## config.mk

```make
export PLATFORM = sky130hd
export DESIGN_NAME = ctss_sequencer
export DESIGN_NICKNAME = d
export VERILOG_FILES = /design/src/ctss_pkg.sv /design/src/ctss_sequencer.sv /design/src/ctss_adder_stage.sv /design/src/ctss_adder.sv
export SDC_FILE = /design/constraint.sdc
export NUM_CORES = 1
export LEC_CHECK = 0
export BUFFER_PORTS_ARGS = -buffer_cell sky130_fd_sc_hd__buf_2
export CAP_MARGIN = 0
export CORE_UTILIZATION = 40
export DETAILED_ROUTE_END_ITERATION = 8
export PLACE_DENSITY = 0.65
export SLEW_MARGIN = 15
export SYNTH_ARGS = -nofsm -noshare
export SYNTH_HDL_FRONTEND = slang
export SYNTH_SLANG_ARGS = --single-unit
export TNS_END_PERCENT = 30
```

## constraint.sdc

```tcl
create_clock -name core_clk_i -period 3.2 [get_ports core_clk_i]
set_clock_uncertainty 0.05 [all_clocks]
set_input_delay 0.32 -clock core_clk_i [delete_from_list [all_inputs] [get_ports core_clk_i]]
set_output_delay 0.32 -clock core_clk_i [all_outputs]
set_load 0.01 [all_outputs]
```

## src/ctss_pkg.sv

```systemverilog
// Package holding the timing constants, state codes and widths of the time state sequencer.
`default_nettype none
package ctss_pkg;
    localparam int unsigned CLK_PERIOD_NS      = 8;
    localparam int unsigned WORD_BITS          = 12;
    localparam int unsigned STATE_MIN_NS       = 250;
    localparam int unsigned STATE_MAX_NS       = 520;
    localparam int unsigned PULSE_NS           = 100;
    localparam int unsigned STATE_MIN_CYC      = (STATE_MIN_NS + CLK_PERIOD_NS - 1) / CLK_PERIOD_NS;
    localparam int unsigned STATE_MAX_CYC      = STATE_MAX_NS / CLK_PERIOD_NS;
    localparam int unsigned PULSE_CYC          = PULSE_NS / CLK_PERIOD_NS;
    localparam logic [6:0]  STATE_CYC          = 7'(STATE_MIN_CYC);
    localparam logic [6:0]  STATE_LAST         = 7'(STATE_MIN_CYC - 1);
    localparam logic [6:0]  STATE_CNT_RESET    = 7'h00;
    localparam logic [3:0]  MAJOR_COUNT        = 4'h9;
    localparam logic [3:0]  MAJOR_FETCH        = 4'h0;
    localparam logic [11:0] WORD_RESET         = 12'h000;

    typedef enum logic [5:0] {
        CTSS_IDLE  = 6'h01,
        CTSS_ONE   = 6'h02,
        CTSS_TWO   = 6'h04,
        CTSS_THREE = 6'h08,
        CTSS_FOUR  = 6'h10,
        CTSS_FIVE  = 6'h20
    } ctss_state_t;
endpackage : ctss_pkg
`default_nettype wire

```

## src/ctss_sequencer.sv

```systemverilog
// Processor time state sequencer with its register bus, active registers and memory handshake.
// What this block does
// - Twelve one-bit adder stages form the arithmetic unit.
// - Without carry in: 0+0 gives 0, one input gives 1, both give 0 with carry.
// - With carry in: one input gives 0 carry 1, both give 1 carry 1.
// - Each time pulse loads the bus value into registers selected during that state; the address and buffer registers only at pulses one and three.
// - A cycle has five time states, each ended by a pulse starting the next.
// - Transitions follow the leading edge of a pulse; pulse width never stretches cycles.
// - Cycle starts at pulse one, runs state two to pulse five, then state one.
// - The first cycle starts when the console timing chain completes.
// - Long operations repeat state five through the delayed pulse until done.
// - Pulse one starts memory when memory access is enabled outside console execute or a peripheral transfer is pending.
// - Pause release checks the repeat flag; if set the delayed pulse reruns pulse five.
// - A sample pulse in state five checks whether a peripheral is ready.
// - A ready peripheral gets memory prepared for its transfer next cycle.
// - Pulse one clears old commands and state three decides direct or indirect addressing.
// - Nine major state cycle sequences are supported.
// - The memory address register loads only at pulse one.
// - The memory buffer register normally loads at pulse three.
// - Memory cycle starts at pulse one when access needed outside console execute, or for a pending peripheral transfer.
// - Memory strobe marks read data, triggers pulse two and captures the word.
// - The register bus is usable in every state, up to five loads per cycle.
// - Active registers take new values from the register bus, except the buffer capturing the memory word.
// - Carry ripples stage to stage with an external carry insert at bit zero.
`default_nettype none
module ctss_sequencer
    import ctss_pkg::*;
(
    input  wire logic        core_clk_i,
    input  wire logic        resetn_i,
    input  wire logic        console_done_i,
    input  wire logic        run_i,
    input  wire logic        mem_enable_i,
    input  wire logic        console_execute_i,
    input  wire logic        mem_strobe_i,
    input  wire logic [11:0] mem_data_i,
    input  wire logic        periph_ready_i,
    input  wire logic        long_op_start_i,
    input  wire logic        long_op_done_i,
    input  wire logic        indirect_bit_i,
    input  wire logic [3:0]  next_major_i,
    input  wire logic [11:0] operand_a_i,
    input  wire logic [11:0] operand_b_i,
    input  wire logic        carry_insert_i,
    input  wire logic [4:0]  load_select_i,
    output logic             time_state_one_o,
    output logic             time_state_two_o,
    output logic             time_state_three_o,
    output logic             time_state_four_o,
    output logic             time_state_five_o,
    output logic             time_pulse_o,
    output logic [2:0]       pulse_number_o,
    output logic             mem_start_o,
    output logic             peripheral_memory_setup_o,
    output logic             state5_repeat_flag_o,
    output logic             indirect_o,
    output logic [3:0]       major_state_o,
    output logic             carry_o,
    output logic [11:0]      accumulator_o,
    output logic [11:0]      program_counter_o,
    output logic [11:0]      memory_address_reg_o,
    output logic [11:0]      memory_buffer_reg_o,
    output logic [11:0]      instruction_reg_o
);
    ctss_state_t state_reg;
    ctss_state_t state_next;
    logic [6:0]  cnt_reg;
    logic        repeat_reg;
    logic        periph_pend_reg;
    logic        started_reg;
    logic [11:0] bus_sum;
    logic        bus_carry;

    // Datapath: operands pass through the adders onto the register bus in every state.
    ctss_adder u_adder (
        .a_i            (operand_a_i),
        .b_i            (operand_b_i),
        .carry_insert_i (carry_insert_i),
        .sum_o          (bus_sum),
        .carry_o        (bus_carry)
    );

    function automatic logic [2:0] pulse_of(input ctss_state_t s);
        case (s)
            CTSS_ONE:   pulse_of = 3'h1;
            CTSS_TWO:   pulse_of = 3'h2;
            CTSS_THREE: pulse_of = 3'h3;
            CTSS_FOUR:  pulse_of = 3'h4;
            CTSS_FIVE:  pulse_of = 3'h5;
            default:    pulse_of = 3'h0;
        endcase
    endfunction : pulse_of

    // A state ends after its minimum length; state two instead waits for the memory strobe when a memory cycle was started.
    wire timed_out   = (cnt_reg >= STATE_LAST);
    wire in_two      = (state_reg == CTSS_TWO);
    wire in_five     = (state_reg == CTSS_FIVE);
    wire mem_wait    = in_two & started_reg;
    wire pulse_fire  = (state_reg != CTSS_IDLE) &&
                       (mem_wait ? mem_strobe_i : timed_out);
    wire [2:0] pnum  = pulse_of(state_reg);
    wire pulse_one   = pulse_fire & (pnum == 3'h1);
    wire pulse_three = pulse_fire & (pnum == 3'h3);
    wire fifth_event = pulse_fire & in_five;
    // Long operations reuse state five: the delayed pulse replaces pulse five while repeating.
    wire delayed_fifth_pulse = fifth_event & repeat_reg & ~long_op_done_i;
    wire time_pulse_five     = fifth_event & ~delayed_fifth_pulse;
    wire peripheral_sample_pulse = in_five & (cnt_reg == STATE_CNT_RESET);
    wire need_mem    = mem_enable_i & ~console_execute_i;

    always_comb begin
        state_next = state_reg;
        if (!run_i) begin
            state_next = CTSS_IDLE;
        end else begin
            case (state_reg)
                CTSS_IDLE:  if (console_done_i) state_next = CTSS_ONE;
                CTSS_ONE:   if (pulse_fire) state_next = CTSS_TWO;
                CTSS_TWO:   if (pulse_fire) state_next = CTSS_THREE;
                CTSS_THREE: if (pulse_fire) state_next = CTSS_FOUR;
                CTSS_FOUR:  if (pulse_fire) state_next = CTSS_FIVE;
                CTSS_FIVE:  if (time_pulse_five) state_next = CTSS_ONE;
                default:   state_next = CTSS_IDLE;
            endcase
        end
    end

    // The pulse is a single-clock marker, so its width never adds to the state length.
    always_ff @(posedge core_clk_i or negedge resetn_i) begin
        if (!resetn_i) begin
            state_reg <= CTSS_IDLE;
            cnt_reg   <= STATE_CNT_RESET;
        end else begin
            state_reg <= state_next;
            cnt_reg   <= (pulse_fire || state_reg == CTSS_IDLE) ? STATE_CNT_RESET : cnt_reg + 7'h01;
        end
    end

    always_ff @(posedge core_clk_i or negedge resetn_i) begin
        if (!resetn_i) begin
            repeat_reg      <= 1'b0;
            periph_pend_reg <= 1'b0;
            started_reg     <= 1'b0;
        end else begin
            if (long_op_done_i) begin
                repeat_reg <= 1'b0;
            end else if (long_op_start_i && state_reg == CTSS_FOUR) begin
                repeat_reg <= 1'b1;
            end
            // A ready peripheral seen in state five is served in the next cycle's memory access.
            if (peripheral_sample_pulse && periph_ready_i) begin
                periph_pend_reg <= 1'b1;
            end else if (pulse_one) begin
                periph_pend_reg <= 1'b0;
            end
            if (pulse_one) begin
                started_reg <= need_mem | periph_pend_reg;
            end else if (pulse_fire && in_two) begin
                started_reg <= 1'b0;
            end
        end
    end

    always_ff @(posedge core_clk_i or negedge resetn_i) begin
        if (!resetn_i) begin
            time_state_one_o          <= 1'b0;
            time_state_two_o          <= 1'b0;
            time_state_three_o        <= 1'b0;
            time_state_four_o         <= 1'b0;
            time_state_five_o         <= 1'b0;
            time_pulse_o              <= 1'b0;
            pulse_number_o            <= 3'h0;
            mem_start_o               <= 1'b0;
            peripheral_memory_setup_o <= 1'b0;
            state5_repeat_flag_o      <= 1'b0;
            indirect_o                <= 1'b0;
            major_state_o             <= MAJOR_FETCH;
            carry_o                   <= 1'b0;
        end else begin
            time_state_one_o          <= (state_next == CTSS_ONE);
            time_state_two_o          <= (state_next == CTSS_TWO);
            time_state_three_o        <= (state_next == CTSS_THREE);
            time_state_four_o         <= (state_next == CTSS_FOUR);
            time_state_five_o         <= (state_next == CTSS_FIVE);
            time_pulse_o              <= pulse_fire;
            pulse_number_o            <= pulse_fire ? pnum : 3'h0;
            mem_start_o               <= pulse_one & (need_mem | periph_pend_reg);
            peripheral_memory_setup_o <= periph_pend_reg;
            state5_repeat_flag_o      <= repeat_reg;
            // Pulse one drops the previous cycle's addressing mode and state three decides the new one.
            if (state_reg == CTSS_THREE) begin
                indirect_o <= indirect_bit_i;
            end else if (pulse_one) begin
                indirect_o <= 1'b0;
            end
            // Out-of-range major state requests fall back to fetch.
            if (time_pulse_five) begin
                major_state_o <= (next_major_i < MAJOR_COUNT) ? next_major_i : MAJOR_FETCH;
            end
            if (pulse_fire) begin
                carry_o <= bus_carry;
            end
        end
    end

    // Active registers: bus loads come at a pulse, gated by the select made in the state; the buffer also takes the memory word at pulse two.
    wire ld_ac = pulse_fire & load_select_i[0];
    wire ld_pc = pulse_fire & load_select_i[1];
    wire ld_addr  = pulse_one & load_select_i[2];
    wire ld_buf   = pulse_three & load_select_i[3];
    wire ld_instr = pulse_fire & load_select_i[4];
    wire cap_mem = pulse_fire & mem_wait;

    always_ff @(posedge core_clk_i or negedge resetn_i) begin
        if (!resetn_i) begin
            accumulator_o        <= WORD_RESET;
            program_counter_o    <= WORD_RESET;
            memory_address_reg_o <= WORD_RESET;
            memory_buffer_reg_o  <= WORD_RESET;
            instruction_reg_o    <= WORD_RESET;
        end else begin
            if (ld_ac) accumulator_o        <= bus_sum;
            if (ld_pc) program_counter_o    <= bus_sum;
            if (ld_addr) memory_address_reg_o <= bus_sum;
            if (ld_buf) begin
                memory_buffer_reg_o <= bus_sum;
            end else if (cap_mem) begin
                memory_buffer_reg_o <= mem_data_i;
            end
            if (ld_instr) instruction_reg_o <= bus_sum;
        end
    end
endmodule : ctss_sequencer
`default_nettype wire

```

## src/ctss_adder_stage.sv

```systemverilog
// One-bit adder stage of the register bus arithmetic unit.
`default_nettype none
module ctss_adder_stage
(
    input  wire logic a_i,
    input  wire logic b_i,
    input  wire logic carry_i,
    output logic      sum_o,
    output logic      carry_o
);
    // Both operands and carry in set give sum one and carry out one.
    assign sum_o   = a_i ^ b_i ^ carry_i;
    assign carry_o = (a_i & b_i) | (carry_i & (a_i | b_i));
endmodule : ctss_adder_stage
`default_nettype wire

```

## src/ctss_adder.sv

```systemverilog
// Twelve-stage ripple adder built from one-bit stages.
`default_nettype none
module ctss_adder
    import ctss_pkg::*;
(
    input  wire logic [11:0] a_i,
    input  wire logic [11:0] b_i,
    input  wire logic        carry_insert_i,
    output logic      [11:0] sum_o,
    output logic             carry_o
);
    logic [12:0] chain;
    assign chain[0] = carry_insert_i;
    for (genvar i = 0; i < WORD_BITS; i++) begin : g_stage
        ctss_adder_stage u_stage (
            .a_i     (a_i[i]),
            .b_i     (b_i[i]),
            .carry_i (chain[i]),
            .sum_o   (sum_o[i]),
            .carry_o (chain[i+1])
        );
    end
    assign carry_o = chain[12];
endmodule : ctss_adder
`default_nettype wire

```

# Word-level counts from Yosys, hierarchy flattened
# Cells that the tools add are included.
# op_classes
addsub	1
order_cmp	2
n_eq_ne	14
muxes	22
bitwise	92
n_reduce_logical	11
# op_table
op	count
two-way mux 6 bit	7
bitwise AND 1 bit	40
one-hot mux 6 bit (6 select lines)	1
OR 1 bit	25
two-way mux 12 bit	2
XOR 1 bit	24
one-hot mux 3 bit (5 select lines)	1
equality test 6 x 2 -> 1 bit (second input constant)	2
equality test 6 x 3 -> 1 bit (second input constant)	2
equality test 6 x 4 -> 1 bit (second input constant)	2
equality test 6 x 5 -> 1 bit (second input constant)	2
equality test 6 bit (second input constant)	2
nonzero test 2 bit	5
two-way mux 1 bit	8
adder 7 x 1 -> 7 bit (second input constant)	1
greater-or-equal comparator 7 x 5 -> 1 bit (second input constant)	1
logical NOT 7 bit	1
two-way mux 7 bit	1
equality test 6 x 1 -> 1 bit (second input constant)	1
inequality test 6 x 1 -> 1 bit (second input constant)	1
logical AND 1 bit	4
< comparator 4 bit (second input constant)	1
two-way mux 4 bit	1
equality test 3 x 1 -> 1 bit (second input constant)	1
4 further kinds	6
# totals
ff_bits	94
input_bits	57
output_inout_bits	78
wordCells	165

# Depth between registers and ports, before layout
# logic_depth
ltp_word	25
ltp_mapped	16
depth_no_buf	16

# Cells and area by module
# A second synthesis with hierarchy kept.
# hier_totals
hier_cells	303
area_unflattened_um2	4374.2
# by_module_without_submodules
module	n_inst	cells_each	area_per_inst_um2	seq_area_each_um2
ctss_sequencer	1	291	4134.0	2353.5
ctss_adder_stage	12	1	20.0	0.0

# Worst setup path after synthesis
# Ideal clock, no wire load.
# synth_path
kind	input port to flip-flop
startpoint	in operand_a_i[0]
endpoint	reg memory_address_reg_o[11]
setup_ps	125
arrival_ps	4921
required_ps	3025
path_slack_ps	-1896
path_stages	15
path_buffers	0
cell_sequence	fa_1 fa_1 fa_1 fa_1 fa_1 fa_1 fa_1 fa_1 inv_1 fa_1 fa_1 inv_1 fa_1 fa_1 mux2_2
# synth_between
elab_chain_len	24
word_cells_on_any_way	25
classes_between	bitwise (25)
# synth_rtl
element	line	text
from (decl)	ctss_sequencer.sv:42	input wire logic [11:0] operand_a_i,
OR 1 bit	ctss_adder_stage.sv:13	assign carry_o = (a_i & b_i) | (carry_i & (a_i | b_i));
bitwise AND 1 bit	ctss_adder_stage.sv:13	
OR 1 bit *	ctss_adder_stage.sv:13	
bitwise AND 1 bit *	ctss_adder_stage.sv:13	
OR 1 bit *	ctss_adder_stage.sv:13	
bitwise AND 1 bit *	ctss_adder_stage.sv:13	
OR 1 bit *	ctss_adder_stage.sv:13	
bitwise AND 1 bit *	ctss_adder_stage.sv:13	
(+9 left out)	-	
bitwise AND 1 bit *	ctss_adder_stage.sv:13	
OR 1 bit *	ctss_adder_stage.sv:13	
bitwise AND 1 bit *	ctss_adder_stage.sv:13	
OR 1 bit *	ctss_adder_stage.sv:13	
bitwise AND 1 bit *	ctss_adder_stage.sv:13	
OR 1 bit *	ctss_adder_stage.sv:13	
XOR 1 bit *	ctss_adder_stage.sv:12	assign sum_o = a_i ^ b_i ^ carry_i;
via u_adder.g_stage[11].u_stage.sum_o	ctss_adder_stage.sv:8	output logic sum_o,
to (signal assigned)	ctss_sequencer.sv:224	if (ld_addr) memory_address_reg_o <= bus_sum;
to (decl)	ctss_sequencer.sv:61	output logic [11:0] memory_address_reg_o,
# The timed path passes the listed nets; every way through them passes the cells marked *.
# A chain may end at the register's enable or synchronous reset.

# Worst setup path in the final report
# layout_path
startpoint	in operand_a_i[0]
endpoint	reg instruction_reg_o[11]
# layout_between
elab_chain_len	24
word_cells_on_any_way	25
classes_between	bitwise (25)
# layout_rtl
element	line	text
OR 1 bit	ctss_adder_stage.sv:13	
bitwise AND 1 bit	ctss_adder_stage.sv:13	
OR 1 bit *	ctss_adder_stage.sv:13	
bitwise AND 1 bit *	ctss_adder_stage.sv:13	
OR 1 bit *	ctss_adder_stage.sv:13	
bitwise AND 1 bit *	ctss_adder_stage.sv:13	
OR 1 bit *	ctss_adder_stage.sv:13	
bitwise AND 1 bit *	ctss_adder_stage.sv:13	
(+9 left out)	-	
bitwise AND 1 bit *	ctss_adder_stage.sv:13	
OR 1 bit *	ctss_adder_stage.sv:13	
bitwise AND 1 bit *	ctss_adder_stage.sv:13	
OR 1 bit *	ctss_adder_stage.sv:13	
bitwise AND 1 bit *	ctss_adder_stage.sv:13	
OR 1 bit *	ctss_adder_stage.sv:13	
XOR 1 bit *	ctss_adder_stage.sv:12	
via u_adder.g_stage[11].u_stage.sum_o	ctss_adder_stage.sv:8	
to (signal assigned)	ctss_sequencer.sv:230	if (ld_instr) instruction_reg_o <= bus_sum;
to (decl)	ctss_sequencer.sv:63	output logic [11:0] instruction_reg_o
# Marks and branches as above.

==> flow_summary.yaml <==
outcome:
  status: "finished with violations"
  violations: "negative setup slack"
synth:
  postSynthCellCount: 318
  netlist-cell-type-count: 44
  synthArstFlopShare: 1.000
  synth_edf_count: 0
  synth_top_area_frac: 0.5567
  synth_area_per_cell_sq_um: 13.15
  ys_seq_area_frac: 0.5630
  synth_fp_nets: 389
  synth_top_area_cell: "dfrtp_1"
  synth_area_sq_um: 4180
  synth_flop_cell: "dfrtp_1"
  synth_area_leaders: "dfrtp_1, mux2_2, fa_1"
  ys_seq_elements: 94
  ys_warn_count: 0
clocking:
  cts_tree: "yes"
  path_clk_slew_ns: 0.09
  cts_buffers: 9
  clock_sinks: 94
  worstSkewPairLatency_ns: 0.36
  clockBufferDepth: 2
  ctsRootBufferMaster: "clkbuf_8"
  htree_levels: 3
route:
  wl_per_cell_um: 16.19
  dr.pass1.iters: 4
  drc: 0
  avgViaCountPerCell: 5.015
  wl_mm: 9.730
  dr_total_vias: 3014
  ant_nets: 0
  drt_iter0_drc: 106
layout:
  stdcell_count: 601
  drive_above_1_share: 0.5299
  regArea_sq_um: 2354
  fin_util: 0.5363
  insertedDiodeCount: 0
  area_growth_pct: 27.72
  multiInputGateArea_sq_um: 1802
  final_cell_area_sq_um: 5339
  num-fill-cells: 882
  layout.nets: 534
sta:
  finalHoldViolCount: 0
  fmax_mhz: 213.4
  fin_setup_tns_ns: -22.27
  setup_viol: 26
  setup_slack_ns: -1.486
  max_slew.worst_pin.slew_ns: 1.031
  relSlewSlack: 0.3127
  layout_min_cycle_time_ns: 4.686
  rsz0062_at_grt: "yes"
  report.final.slew_viol_count: 0
  fin_crit_sh: 1.464
grt:
  grt_use_met2: 0.2957
  antenna_found_initial: 0
  grt_use_total: 0.1889
  gr-usage-met1: 0.2544
  grt_pass1_wl_mm: 15.88
  grt_max_degree: 84
  grt_pass1_vias: 3052
  gr-total-overflow: 0
  grt_use_met3: 0.05138
  top_usage_layer: "met2"
power_and_ir_drop:
  p_per_area_nw_per_um2: 441.4
  p_int_uw: 1758
  power_frac_clock: 0.368
  seqPwrFrac: 0.520
  leakagePower_uw: 0.002851
  ir_drop_v: 0.0001849
  combPwrFrac: 0.112
  switchingPower_uw: 598.7
  p_sw_frac: 0.2541
critical_path:
  cp_cell_sequence: "buf_6 > fa_2 > fa_2 > fa_2 > fa_2 > fa_2 > fa_2 > fa_2 > fa_2 > inv_2 > fa_2 > fa_2 > inv_2 > fa_2 > fa_2 > mux2_4"
  cpMostUsedCell: "fa_2"
  critPathMaxStageDelay_ns: 0.47
  cpMaxStageDelayCell: "fa_2"
  arrival_ns: 4.88
  rrSetupSlack_ns: 0.56
  end_kind: "flop"
  crit_type: "in2reg"
  critPathMaxFanout: 5
  start_kind: "primary input"
  required_ns: 3.40
hold_path:
  min_path_type: "in2async"
place:
  dp_hpwl_mm: 6.964
  gp_congestion: 0.8128
  dp_cells: 585
  io_buffers: 134
  place_area_sq_um: 5094
floorplan:
  ios: 135
  die_y_um: 104.2
  dieArea_sq_um: 10860
  num_rows: 36
  core-area_sq_um: 9955
  dieWidth_um: 104.2
  initial_utilization: 0.4199
run:
  drv_cap: 0
cells in the final DEF, fill, tap and decap left out, types with 3 or more instances in the layout:
cell,count
o21ai_1,6
mux2i_1,4
o2111ai_2,3
xor2_1,6
fa_2,12
dfrtp_1,93
clkbuf_8,9
o21ai_0,12
buf_4,10
nand3_1,5
nor3b_1,3
nor2_1,17
a21oi_1,13
inv_1,10
and3_1,3
nand2b_1,3
mux2_4,11
nand2_1,23
buf_2,132
mux2_2,49
through the flow:
stage                     setup WS [ns]  hold slack [ns]  power (uW)
final                            -1.486          0.07950        2356
after global routing             -1.570          0.05820        2469
after CTS                        -1.475          0.06284        2386
after detailed placement         -1.897           0.3410        1509
after global placement           -1.837           0.3350        1504
after floorplan                  -1.564         -0.02559        1390
power groups by stage:
stage / Combinational (uW) / Sequential (uW) / Clock [uW]
6_report: 264 / 1230 / 866
4_1_cts: 265 / 1230 / 895
3_5_place_dp: 261 / 1250 / 0
3_3_place_gp: 255 / 1250 / 0
5_1_grt: 297 / 1230 / 942
2_1_floorplan: 151 / 1240 / 0
metal layers:
| layer | routed length [um] | part of all wire |
|---|---|---|
| met5 | 0 | 0 |
| met4 | 187 | 0.019 |
| met1 | 4428 | 0.46 |
| met2 | 4555 | 0.47 |
| met3 | 559 | 0.057 |
layout make-up:
class	count	share of cell area
timing repair buffer	143	0.1399
clock inverter	7	0.01781
multi-input combinational	202	0.3375
clock buffer	9	0.02320
inverter	13	0.009609
sequential	94	0.4408
tap	133	0.03117
what timing repair did:
item	4_1_cts	5_1_grt
endpoints found under the setup margin	26	26
resized for setup	10	2
buffers inserted	0	0
pin swaps	9	0
hold buffers	0	0
synth_stat cells, drive strengths merged (2+ instances only):
cell type	n
dfrtp	93
mux2	60
nand2	23
nor2	19
o21ai	19
a21oi	13
inv	13
fa	12
buf	6
xor2	6
nand3	5
and3	4
mux2i	4
clkbuf	3
nand2b	3
nor3b	3
o2111ai	3
o211ai	3
o31ai	3
or4	3
a22o	2
ha	2
nand3b	2
nor3	2
critical path: cells and delay by family:
family                   cells  cell delay [ns]
adder cells (fa/ha/maj)     12             4.07
multiplexers                 1             0.29
buffers and inverters        3             0.20
final timing paths:
path                                      start                         to  cells past startpoint
worst min register to register  periph_pend_reg  peripheral_memory_setup_o                      0
worst max register to register     state_reg[5]       program_counter_o[7]                      4
min in group core_clk_i          console_done_i               state_reg[0]                      2
worst max-delay path             operand_a_i[0]      instruction_reg_o[11]                     16
worst min-delay path                   resetn_i    memory_buffer_reg_o[10]                      1
max in group asynchronous              resetn_i     memory_buffer_reg_o[2]                      2
cells by family after synthesis:
logic type	share of synthesized area
buffers and inverters	0.02364
adder cells (fa/ha/maj)	0.06345
AND/OR/NAND/NOR	0.08650
XOR/XNOR	0.01467
flip-flops	0.5630
AO/OA/AOI/OAI	0.07034
multiplexers	0.1784
(Power assumes the default switching activity.)
